===== config.mk =====
export PLATFORM = sky130hd
export DESIGN_NAME = hlcs_regs
export DESIGN_NICKNAME = d
export VERILOG_FILES = /design/src/hlcs_pkg.sv /design/src/hlcs_srst_seq.sv /design/src/hlcs_regs.sv
export SDC_FILE = /design/constraint.sdc
export NUM_CORES = 1
export LEC_CHECK = 0
export ABC_AREA = 0
export BUFFER_PORTS_ARGS = -buffer_cell sky130_fd_sc_hd__buf_2
export CAP_MARGIN = 20
export CORE_ASPECT_RATIO = 1.1
export CORE_UTILIZATION = 44
export DETAILED_ROUTE_END_ITERATION = 8
export PLACE_DENSITY = 0.83
export SETUP_SLACK_MARGIN = 0.3
export SYNTH_ARGS = -nofsm -noshare
export SYNTH_HDL_FRONTEND = slang
export SYNTH_HIERARCHICAL = 1
export SYNTH_SLANG_ARGS = --single-unit

===== constraint.sdc =====
create_clock -name clk_sys_i -period 2.16 [get_ports clk_sys_i]
set_clock_uncertainty 0.15 [all_clocks]
set_input_delay 0.108 -clock clk_sys_i [delete_from_list [all_inputs] [get_ports clk_sys_i]]
set_output_delay 0.108 -clock clk_sys_i [all_outputs]
set_load 0.05 [all_outputs]

===== src/hlcs_pkg.sv =====
// Function
// - reserved control bits 21 and 20 read as zero
// - link power status 1 permits link-PHY talk, 0 blocks it
// - access to PHY-clock registers while that clock stops gives target abort
// - with target abort disabled such accesses return all ones instead
// - offsets DCh to F0h and 100h to 11Ch sit in PHY-clock domain
// - posted writes accepted only while posted-write enable is 1
// - hardware or software reset clears link enable
// - link enable 0 disconnects the link: no receive, process or transmit
// - soft reset restores state and registers, flushes FIFOs, not config
// - soft reset bit reads 1 while reset runs, clears itself when done
// - self-ID base holds bits 31 to 11, bits 10 to 0 read zero
// - control flags have a set view at 50h and clear view at 54h
package hlcs_pkg;

  // register offsets
  localparam logic [11:0] HLCS_OFS_CTRL_SET = 12'h050;
  localparam logic [11:0] HLCS_OFS_CTRL_CLR = 12'h054;
  localparam logic [11:0] HLCS_OFS_SIDB     = 12'h064;
  localparam logic [11:0] HLCS_PHY_LO1      = 12'h0DC;
  localparam logic [11:0] HLCS_PHY_HI1      = 12'h0F0;
  localparam logic [11:0] HLCS_PHY_LO2      = 12'h100;
  localparam logic [11:0] HLCS_PHY_HI2      = 12'h11C;

  // field positions in the control word and the self-ID base
  localparam int unsigned HLCS_BIT_NOSWAP = 30;
  localparam int unsigned HLCS_BIT_PROG   = 23;
  localparam int unsigned HLCS_BIT_ENH    = 22;
  localparam int unsigned HLCS_BIT_LPS    = 19;
  localparam int unsigned HLCS_BIT_PWE    = 18;
  localparam int unsigned HLCS_BIT_LE     = 17;
  localparam int unsigned HLCS_BIT_SRST   = 16;
  localparam int unsigned HLCS_SIDB_LSB   = 11;

  // values after reset, the all-ones answer and cycle counts
  localparam logic [20:0] HLCS_SIDB_RST    = 21'h000000;
  localparam logic [31:0] HLCS_ALL_ONES    = 32'hFFFFFFFF;
  localparam int unsigned HLCS_SRST_CYCLES = 16;

  typedef struct packed {
    logic        valid;
    logic        write;
    logic [11:0] addr;
    logic [31:0] wdata;
  } hlcs_req_type;

  typedef struct packed {
    logic        valid;
    logic        tabort;
    logic [31:0] rdata;
  } hlcs_resp_type;

  typedef struct packed {
    logic noswap;
    logic prog;
    logic enh;
    logic link_power_status;
    logic pwe;
    logic le;
  } hlcs_flags_type;

  localparam hlcs_flags_type HLCS_FLAGS_RST = '0;

  typedef struct packed {
    hlcs_flags_type flags;
    logic [20:0]    sidb;
    logic [2:0]     sync;
    logic           phy_ok;
    logic           init_pend;
    logic           online;
    hlcs_resp_type  resp;
  } hlcs_state_type;

  typedef enum logic [1:0] {
    HLCS_SEQ_IDLE = 2'b01,
    HLCS_SEQ_BUSY = 2'b10
  } hlcs_seq_st_type;

  typedef struct packed {
    hlcs_seq_st_type st;
    logic [7:0]      cnt;
    logic            busy;
  } hlcs_seq_type;

  localparam hlcs_seq_type HLCS_SEQ_RST = '{HLCS_SEQ_IDLE, 8'h00, 1'b0};

  // true for offsets clocked by the PHY-supplied clock
  function automatic logic hlcs_in_phy_dom(input logic [11:0] a);
    return ((a >= HLCS_PHY_LO1) && (a <= HLCS_PHY_HI1)) ||
           ((a >= HLCS_PHY_LO2) && (a <= HLCS_PHY_HI2));
  endfunction

endpackage


===== src/hlcs_srst_seq.sv =====
`timescale 1ns/1ns
module hlcs_srst_seq
  import hlcs_pkg::*;
#(
  parameter int unsigned CYCLES = HLCS_SRST_CYCLES
) (
  input  wire logic clk_sys_i, // system clock
  input  wire logic rst_n_i,   // synchronous reset, active low
  input  wire logic start_i,   // one-cycle soft reset request
  output logic      busy_o     // high while soft reset runs
);

  hlcs_seq_type s_reg;
  hlcs_seq_type s_next;

  // count the soft reset length
  always_comb begin
    s_next = s_reg;
    case (s_reg.st)
      HLCS_SEQ_IDLE: begin
        if (start_i) begin
          s_next.st   = HLCS_SEQ_BUSY;
          s_next.cnt  = 8'(CYCLES - 1);
          s_next.busy = 1'b1;
        end
      end
      HLCS_SEQ_BUSY: begin
        if (s_reg.cnt == 8'h00) begin
          s_next.st   = HLCS_SEQ_IDLE;
          s_next.busy = 1'b0;
        end else begin
          s_next.cnt = s_reg.cnt - 8'h01;
        end
      end
      default: begin
        s_next = HLCS_SEQ_RST;
      end
    endcase
  end

  // state register
  always_ff @(posedge clk_sys_i) begin
    if (!rst_n_i) begin
      s_reg <= HLCS_SEQ_RST;
    end else begin
      s_reg <= s_next;
    end
  end

  assign busy_o = s_reg.busy;

endmodule


===== src/hlcs_regs.sv =====
`timescale 1ns/1ns
module hlcs_regs
  import hlcs_pkg::*;
(
  input  wire logic          clk_sys_i,              // system clock
  input  wire logic          rst_n_i,                // sync reset, low
  input  wire hlcs_req_type  req_i,                  // register request
  input  wire logic          phy_supplied_clock_run_i, // PHY clock alive
  input  wire logic          target_abort_disable_i, // config bit 4 at F0h
  input  wire logic          prog_phy_init_i,        // program-PHY strap
  output hlcs_resp_type      resp_o,                 // register answer
  output logic               link_power_status_o,    // link-PHY talk on
  output logic               posted_write_enable_o,  // posting allowed
  output logic               link_enable_o,          // link enable flag
  output logic               link_online_o,          // link on the bus
  output logic               enhancement_enable_o,   // 1394a features on
  output logic               program_phy_perm_o,     // program-PHY flag
  output logic               no_byte_swap_o,         // DMA swap off
  output logic [31:0]        self_id_base_o,         // self-ID buffer base
  output logic               core_reset_o            // soft reset, flush
);

  hlcs_state_type s_reg;
  hlcs_state_type s_next;

  logic        srst_busy;
  logic        srst_start;
  logic [11:0] word_addr;
  logic        wr_ok;
  logic        hit_set;
  logic        hit_clr;
  logic        hit_sidb;
  logic        phy_blocked;
  logic [31:0] ctrl_word;

  // request decode; writes are held off while soft reset runs
  assign word_addr   = {req_i.addr[11:2], 2'b00};
  assign phy_blocked = hlcs_in_phy_dom(word_addr) && !s_reg.phy_ok;
  assign wr_ok       = req_i.valid && req_i.write && !srst_busy &&
                       !phy_blocked;
  assign hit_set     = (word_addr == HLCS_OFS_CTRL_SET);
  assign hit_clr     = (word_addr == HLCS_OFS_CTRL_CLR);
  assign hit_sidb    = (word_addr == HLCS_OFS_SIDB);
  assign srst_start  = wr_ok && hit_set && req_i.wdata[HLCS_BIT_SRST];

  // control word seen through both views, reserved bits zero
  always_comb begin
    ctrl_word                  = 32'h00000000;
    ctrl_word[HLCS_BIT_NOSWAP] = s_reg.flags.noswap;
    ctrl_word[HLCS_BIT_PROG]   = s_reg.flags.prog;
    ctrl_word[HLCS_BIT_ENH]    = s_reg.flags.enh;
    ctrl_word[HLCS_BIT_LPS]    = s_reg.flags.link_power_status;
    ctrl_word[HLCS_BIT_PWE]    = s_reg.flags.pwe;
    ctrl_word[HLCS_BIT_LE]     = s_reg.flags.le;
    ctrl_word[HLCS_BIT_SRST]   = srst_busy;
  end

  // soft reset length counter
  hlcs_srst_seq #(
    .CYCLES (HLCS_SRST_CYCLES)
  ) u_srst (
    .clk_sys_i (clk_sys_i),
    .rst_n_i   (rst_n_i),
    .start_i   (srst_start),
    .busy_o    (srst_busy)
  );

  // next state of flags, pointer, synchroniser and answer
  always_comb begin
    s_next      = s_reg;
    s_next.resp = '0;

    // PHY clock status: three stages, change taken when two agree
    s_next.sync = {s_reg.sync[1:0], phy_supplied_clock_run_i};
    if (s_reg.sync[2] == s_reg.sync[1]) begin
      s_next.phy_ok = s_reg.sync[2];
    end

    // program-PHY flag loaded from the strap after reset
    if (s_reg.init_pend) begin
      s_next.flags.prog = prog_phy_init_i;
      s_next.init_pend  = 1'b0;
    end

    // set view: ones set flags except program-PHY, zeros leave them
    if (wr_ok && hit_set) begin
      s_next.flags.noswap = s_reg.flags.noswap |
                            req_i.wdata[HLCS_BIT_NOSWAP];
      s_next.flags.enh    = s_reg.flags.enh |
                            req_i.wdata[HLCS_BIT_ENH];
      s_next.flags.link_power_status    = s_reg.flags.link_power_status |
                            req_i.wdata[HLCS_BIT_LPS];
      s_next.flags.pwe    = s_reg.flags.pwe |
                            req_i.wdata[HLCS_BIT_PWE];
      s_next.flags.le     = s_reg.flags.le |
                            req_i.wdata[HLCS_BIT_LE];
    end

    // clear view: ones clear flags, program-PHY is clear-only
    if (wr_ok && hit_clr) begin
      s_next.flags.noswap = s_reg.flags.noswap &
                            ~req_i.wdata[HLCS_BIT_NOSWAP];
      s_next.flags.prog   = s_next.flags.prog &
                            ~req_i.wdata[HLCS_BIT_PROG];
      s_next.flags.enh    = s_reg.flags.enh &
                            ~req_i.wdata[HLCS_BIT_ENH];
      s_next.flags.link_power_status    = s_reg.flags.link_power_status &
                            ~req_i.wdata[HLCS_BIT_LPS];
      s_next.flags.pwe    = s_reg.flags.pwe &
                            ~req_i.wdata[HLCS_BIT_PWE];
      s_next.flags.le     = s_reg.flags.le &
                            ~req_i.wdata[HLCS_BIT_LE];
    end

    // self-ID base keeps only the aligned upper bits
    if (wr_ok && hit_sidb) begin
      s_next.sidb = req_i.wdata[31:HLCS_SIDB_LSB];
    end

    // soft reset holds every register at its reset value
    if (srst_start || srst_busy) begin
      s_next.flags     = HLCS_FLAGS_RST;
      s_next.sidb      = HLCS_SIDB_RST;
      s_next.init_pend = 1'b1;
    end

    // on the bus only when enabled and the PHY may be reached
    s_next.online = s_next.flags.le && s_next.flags.link_power_status;

    // answer every request one cycle later
    if (req_i.valid) begin
      s_next.resp.valid = 1'b1;
      if (phy_blocked) begin
        if (target_abort_disable_i) begin
          s_next.resp.rdata = HLCS_ALL_ONES;
        end else begin
          s_next.resp.tabort = 1'b1;
        end
      end else if (!req_i.write) begin
        if (hit_set || hit_clr) begin
          s_next.resp.rdata = ctrl_word;
        end else if (hit_sidb) begin
          s_next.resp.rdata = {s_reg.sidb, 11'h000};
        end
      end
    end
  end

  // state register
  always_ff @(posedge clk_sys_i) begin
    if (!rst_n_i) begin
      s_reg           <= '0;
      s_reg.flags     <= HLCS_FLAGS_RST;
      s_reg.sidb      <= HLCS_SIDB_RST;
      s_reg.init_pend <= 1'b1;
    end else begin
      s_reg <= s_next;
    end
  end

  // outputs straight from the state register
  assign resp_o                = s_reg.resp;
  assign link_power_status_o   = s_reg.flags.link_power_status;
  assign posted_write_enable_o = s_reg.flags.pwe;
  assign link_enable_o         = s_reg.flags.le;
  assign link_online_o         = s_reg.online;
  assign enhancement_enable_o  = s_reg.flags.enh;
  assign program_phy_perm_o    = s_reg.flags.prog;
  assign no_byte_swap_o        = s_reg.flags.noswap;
  assign self_id_base_o        = {s_reg.sidb, 11'h000};
  assign core_reset_o          = srst_busy;
endmodule


==> impl_metrics.env, run 1 <==
export IMPL_grt_use_total=0.188
export IMPL_status="finished with violations"
export IMPL_viasPerCell=5.13
export IMPL_rsz0062_at_grt="true"
export IMPL_die_x_um=84.6
export IMPL_dp_hpwl_mm=4.93
export IMPL_tns_ns=0
export IMPL_core_area_sq_um=7130
export IMPL_finalPower_mw=2.54
export IMPL_cp_start_kind="register"
export IMPL_cp_max_fo=9
export IMPL_num_vias=2673
export IMPL_cts_root_buf="clkbuf_8"
export IMPL_grt_pass1_vias=2621
export IMPL_netlist_area_sq_um=3300
export IMPL_netlist_top_cells_area="dfxtp_1 41%, buf_4 15%, mux2i_1 6.7%"
export IMPL_min_period_ns=1.80
export IMPL_drv_cap=0
export IMPL_fmax_mhz=555
export IMPL_yosysWarnings=6
export IMPL_crit_type="register to register"
export IMPL_gr_total_overflow=0
export IMPL_grt_pass1_wl_mm=11.7
export IMPL_syn_avg_cell_area_sq_um=9.24
export IMPL_initial_core_util=0.463
export IMPL_finalNonFillerCells=521
export IMPL_die_y_um=92.8
export IMPL_finalCritPeriodShare=0.834
export IMPL_cp_data_required_time_ns=2.28
export IMPL_insertion_delay_ns=0.33
export IMPL_drtAntennaViolNets=0
export IMPL_endpoint_kind="register"
export IMPL_synthFlopType="dfxtp_1"
export IMPL_synth_seq_cells=67
export IMPL_ctsHtreeMaxLevel=3
export IMPL_slew_viol_final=0
export IMPL_post_route_util=0.557
export IMPL_ctsLongestPathBuffers=2
export IMPL_p_leak_nw=2.03
export IMPL_synth_top_area_frac=0.407
export IMPL_fin_area_sq_um=3970
export IMPL_seq_area_frac_synth=0.407
export IMPL_cts_num_sinks=67
export IMPL_setup_viol=0
export IMPL_largest_register_ffs=24
export IMPL_async_reset_ff_frac=0
export IMPL_clk_pin_slew_ns=0.07
export IMPL_row_count=32
export IMPL_syn2layout_area_growth_pct=20.4
export IMPL_gp_congestion=0.823
export IMPL_violations="DRC"
export IMPL_cts_inserted_buffers=9
export IMPL_ir_drop_mv=0.228
export IMPL_finalHoldViolations=0
export IMPL_drt_total_wl_mm=7.26
export IMPL_powerDensity_nw_per_um2=639
export IMPL_placed_area_sq_um=3450
export IMPL_final_net_count=487
export IMPL_drc=10
export IMPL_worst_slew_pin_slew_ns=0.507
export IMPL_netlist_instances=357
export IMPL_drt_pass1_iterations=6
export IMPL_fin_ws_ns=0.359
export IMPL_antenna_cells=0
export IMPL_synth_edf_count=0
export IMPL_slew_headroom=0.660
export IMPL_pre_cts_ws_ns=0.0716
export IMPL_pin_count=125
export IMPL_antenna_found_initial=0
export IMPL_timing_hold_ws_ns=0.0366
export IMPL_hold_class="input pin to register"
export IMPL_arrival_ns=1.92
export IMPL_drtIter0Drc=131
export IMPL_portBuffers=100
export IMPL_dieArea_sq_um=7850
export IMPL_grt_max_degree=29
export IMPL_cts_tree="yes"
export IMPL_wl_per_cell_um=13.9
export IMPL_drive_gt1_frac=0.349
export IMPL_place_inst=478
export IMPL_synth_distinct_cells=52
export IMPL_yosysTopAreaCell="dfxtp_1"
timing repair:
action / 4_1_cts / 5_1_grt
buffers inserted: 0 / 1
pin swaps: 0 / 2
gates cloned: 0 / 0
gates resized for setup: 3 / 8
endpoints found under the hold margin: 28 / 0
hold buffers: 26 / 0
endpoints found under the setup margin: 7 / 10
area by class of cell:
type | instances | area, sq um
clock buffer | 12 | 155
clock inverter | 4 | 48.8
fill | 606 | 3160
inverter | 10 | 37.5
multi-input combinational | 210 | 1450
sequential | 67 | 1350
tap | 85 | 106
timing repair buffer | 133 | 826
cell usage in the layout, fill, tap and decap left out, types with 2 or more instances in the layout:
cell and instances:
clkinv_2 2, o21ai_1 7, a21boi_1 2, nor2_1 17
nand2b_1 5, nand3b_1 3, ha_1 4, dfxtp_1 65
mux2i_1 22, nor3b_1 3, and2_1 3, a31oi_1 2
nor3_1 3, a21oi_1 9, o211ai_1 4, and3_1 3
buf_4 6, nand4_1 6, nand2_1 36, o21ai_0 9
clkbuf_8 11, conb_1 11, a21boi_0 4, buf_2 100
a22oi_1 7, nor2_2 9, nor4_4 3, or3_1 2
nor4_1 3, inv_1 9, a311oi_1 4, nand3_1 2
dlygate4sd3_1 26
layer usage:
layer / GRT usage / share of wire
met1: 0.196 / 0.40
met3: 0.0499 / 0.056
met2: 0.351 / 0.52
met5: 0 / 0
met4: 0.0847 / 0.023
cell families (layout without fill, tap and decap cells):
| kind of cell | Yosys count | in the layout | share of synthesized area |
|---|---|---|---|
| AO/OA/AOI/OAI | 59 | 59 | 0.125 |
| XOR/XNOR | 1 | 1 | 0.00266 |
| adder cells (fa/ha/maj) | 5 | 5 | 0.0190 |
| buffers and inverters | 90 | 159 | 0.186 |
| flip-flops | 67 | 67 | 0.407 |
| multiplexers | 22 | 22 | 0.0668 |
| other | 1 | 11 | 0.00114 |
| AND/OR/NAND/NOR | 112 | 112 | 0.193 |
worst paths after layout:
check                                   from                      endpoint  slack [ns]  cells past startpoint
hold / removal                     req_i[34]      link_online_o$_SDFF_PN0_        0.04                      3
setup reg to reg  u_srst/busy_o$_SDFFE_PN0P_  u_srst/s_reg[7]$_SDFFE_PN0P_        0.36                      6
hold reg to reg        s_next[38]$_SDFF_PN0_         s_next[39]$_SDFF_PN0_        0.30                      1
setup / recovery  u_srst/busy_o$_SDFFE_PN0P_  u_srst/s_reg[7]$_SDFFE_PN0P_        0.36                      6
Yosys cell counts, types with 3 or more instances:
cell type / instances
a22oi_1: 7
a311oi_1: 4
nand3b_1: 3
nor2_2: 9
a21oi_1: 9
nand2b_1: 6
nand4_1: 6
nor3b_1: 4
o21ai_0: 9
dfxtp_1: 67
and3_1: 3
nor4_1: 4
nor2_1: 17
o21ai_1: 7
a21boi_0: 5
nor3_1: 3
inv_1: 10
clkbuf_1: 7
buf_6: 3
or3_1: 3
ha_1: 5
buf_4: 66
and2_1: 3
mux2i_1: 22
nand2_1: 36
buf_2: 4
a31oi_1: 3
o211ai_1: 4
power breakdown:
group / internal, mW / total (mW) / switching (mW)
Combinational: 0.0953 / 0.237 / 0.142
Clock: 0.595 / 1.05 / 0.456
Sequential: 1.24 / 1.25 / 0.00556
Total: 1.93 / 2.54 / 0.603
worst max-delay path, stage by stage, from the launching register on:
cell and delay (ns):
dfxtp_4 0.38, inv_2 0.09, nand4_1 0.14, nor4_4 0.24
nor2b_4 0.12, or4_1 0.49, a21boi_1 0.13
Power figures use the tool's default switching activity.
==> inputs of run 2 (changes only) <==
- ABC_AREA: 0 -> 1
- CORE_UTILIZATION: 44 -> 50
- PLACE_DENSITY: 0.83 -> 0.87
- clock period: 2.16 -> 1.8 ns (I/O delays scaled with it)
==> run 2 against run 1 <==
- the flow now finishes without violations
- setup slack got worse by 0.23 ns
- final cell count increased by 23%
- die area decreased by 7.3%
- flip-flop and latch count unchanged
- via count increased by 22%
- register-to-register slack got worse by 0.21 ns
- global-route usage increased by 4.8 points
- critical path depth increased by 3
- wire length increased by 18%
- count of clock-buffer cells in the layout decreased by 2
- largest cell class unchanged
==> impl_metrics.env, run 2 <==
export IMPL_drtIter0Drc=244
export IMPL_dr_wl_met3_um=576
export IMPL_grt_use_total=0.236
export IMPL_min_period_ns=1.67
export IMPL_syn2layout_area_growth_pct=22.8
export IMPL_dieArea_sq_um=7280
export IMPL_core_area_sq_um=6630
export IMPL_viasPerCell=5.08
export IMPL_yosysWarnings=6
export IMPL_cp_start_kind="input pin"
export IMPL_crit_type="input pin to register"
export IMPL_synth_edf_count=0
export IMPL_antenna_cells=0
export IMPL_slew_viol_final=0
export IMPL_worst_slew_pin_slew_ns=0.805
export IMPL_tns_ns=0
export IMPL_pre_cts_ws_ns=0.00152
export IMPL_dp_hpwl_mm=5.57
export IMPL_fmax_mhz=600
export IMPL_insertion_delay_ns=0.34
export IMPL_top_layer="met4"
export IMPL_layout_commonest_cell="buf_2"
export IMPL_endpoint_kind="register"
export IMPL_gp_congestion=0.879
export IMPL_netlist_instances=471
export IMPL_drt_pass1_iterations=5
export IMPL_finalHoldViolations=0
export IMPL_wl_met2_mm=4.40
export IMPL_row_count=31
export IMPL_wl_per_cell_um=13.3
export IMPL_grt_pass1_vias=2962
export IMPL_met1Wirelength_mm=3.34
export IMPL_syn_avg_cell_area_sq_um=7.37
export IMPL_arrival_ns=1.79
export IMPL_cts_root_buf="clkbuf_8"
export IMPL_synth_seq_cells=67
export IMPL_drt_total_wl_mm=8.53
export IMPL_drtAntennaViolNets=0
export IMPL_netlist_top_cells_area="dfxtp_1 39%, buf_4 15%, nand2_1 9.7%"
export IMPL_clk_pin_slew_ns=0.08
export IMPL_grt_pass1_wl_mm=13.1
export IMPL_cp_data_required_time_ns=1.92
export IMPL_synth_top_area_frac=0.387
export IMPL_seq_area_frac_synth=0.387
export IMPL_cts_tree="yes"
export IMPL_status="finished clean"
export IMPL_initial_core_util=0.523
export IMPL_setup_viol=0
export IMPL_die_x_um=81.4
export IMPL_synth_most_common_cell="nand2_1"
export IMPL_synth_distinct_cells=29
export IMPL_powerDensity_nw_per_um2=1010
export IMPL_num_vias=3256
export IMPL_ctsHtreeMaxLevel=3
export IMPL_gr_total_overflow=0
export IMPL_ir_drop_mv=0.756
export IMPL_cts_num_sinks=67
export IMPL_antenna_found_initial=0
export IMPL_drc=0
export IMPL_yosysTopAreaCell="dfxtp_1"
export IMPL_synth_common_cells="90 x nand2_1, 69 x buf_4, 67 x dfxtp_1"
export IMPL_async_reset_ff_frac=0
export IMPL_grt_max_degree=28
export IMPL_rsz0062_at_grt="true"
export IMPL_die_y_um=89.4
export IMPL_ctsLongestPathBuffers=2
export IMPL_p_leak_nw=2.03
export IMPL_drv_cap=0
export IMPL_fin_ws_ns=0.133
export IMPL_final_net_count=610
export IMPL_portBuffers=100
export IMPL_synthFlopType="dfxtp_1"
export IMPL_cts_inserted_buffers=9
export IMPL_hold_class="input pin to register"
export IMPL_netlist_area_sq_um=3470
export IMPL_finalCritPeriodShare=0.926
export IMPL_pin_count=125
export IMPL_cp_max_fo=11
export IMPL_drive_gt1_frac=0.318
export IMPL_slew_headroom=0.462
export IMPL_largest_register_ffs=24
export IMPL_mostFrequentLayoutCells="100 x buf_2, 89 x nand2_1, 65 x dfxtp_1"
## run 2: changes by cell type in the layout (fill, tap and decap cells not counted), sizes merged, moves of 7 or more
cell and delta:
inv +47, a21oi +23, o21ai +24, nand2 +58, nand4 +20, buf +10, nor2 +14, nand3 +15
a22oi -7, mux2i -22
## run 2: cell families after synthesis
group	share of synthesized area
other	0.00108
flip-flops	0.387
AO/OA/AOI/OAI	0.110
AND/OR/NAND/NOR	0.247
buffers and inverters	0.232
adder cells (fa/ha/maj)	0.0180
XOR/XNOR	0.00252
multiplexers	0.00325
## run 2: metrics by stage
step / cells / total power, mW / hold slack [ns] / utilization / area [sq um]
6_report: 641 / 4.32 / 0.0549 / 0.643 / 4260
3_3_place_gp: 592 / 2.90 / 0.122 / 0.548 / 3640
2_1_floorplan: 481 / 2.71 / 0.0189 / - / 3530
5_1_grt: 641 / 4.59 / 0.0513 / 0.643 / 4260
4_1_cts: 636 / 4.25 / 0.0404 / 0.626 / 4150
3_5_place_dp: 592 / 2.94 / 0.128 / 0.548 / 3640
## run 2: area by class of cell
class                      instances  area (sq um)
fill                             513          2370
multi-input combinational        274          1470
sequential                        67          1350
timing repair buffer             143           912
inverter                          57           220
clock buffer                      10           128
tap                               82           103
clock inverter                     6          65.1
timing repair inverter             2          15.0
## run 2: metal layers
metal | up-vias | track usage
met1 | 1490 | 0.274
li1 | 1598 | -
met3 | 28 | 0.0602
met5 | - | 0
met4 | 0 | 0.0942
met2 | 140 | 0.411
## run 2: repair_timing
action / CTS / global route
buffers inserted: 2 / 3
endpoints found under the hold margin: 30 / 0
setup endpoints to repair: 60 / 60
gates cloned: 0 / 2
hold buffers: 26 / 0
gates resized for setup: 12 / 26
pin swaps: 8 / 6
## run 2: power breakdown
part | total (mW) | switching, mW | leakage, nW | internal (mW)
combinational | 1.39 | 0.901 | 1.39 | 0.487
clock | 1.24 | 0.596 | 0.0928 | 0.641
sequential | 1.69 | 0.105 | 0.544 | 1.59
## run 2: final timing paths
| check | start | endpoint | slack, ns | depth (start not counted) |
|---|---|---|---|---|
| max | rst_n_i | resp_o[13]$_SDFF_PN0_ | 0.13 | 9 |
| min | rst_n_i | s_next[39]$_SDFF_PN0_ | 0.05 | 4 |
| max reg2reg | s_reg[36]$_SDFFE_PN0N_ | enhancement_enable_o$_SDFFE_PP0P_ | 0.15 | 10 |
| min reg2reg | s_next[38]$_SDFF_PN0_ | s_next[39]$_SDFF_PN0_ | 0.27 | 2 |
## run 2: worst max-delay path: stages
cell and delay, ns:
buf_2 0.11, nand2_1 0.05, dlygate4sd3_1 0.57, inv_1 0.16, nand2_1 0.14, nor2_4 0.27, clkinvlp_4 0.14, buf_6 0.16
o21ai_1 0.09
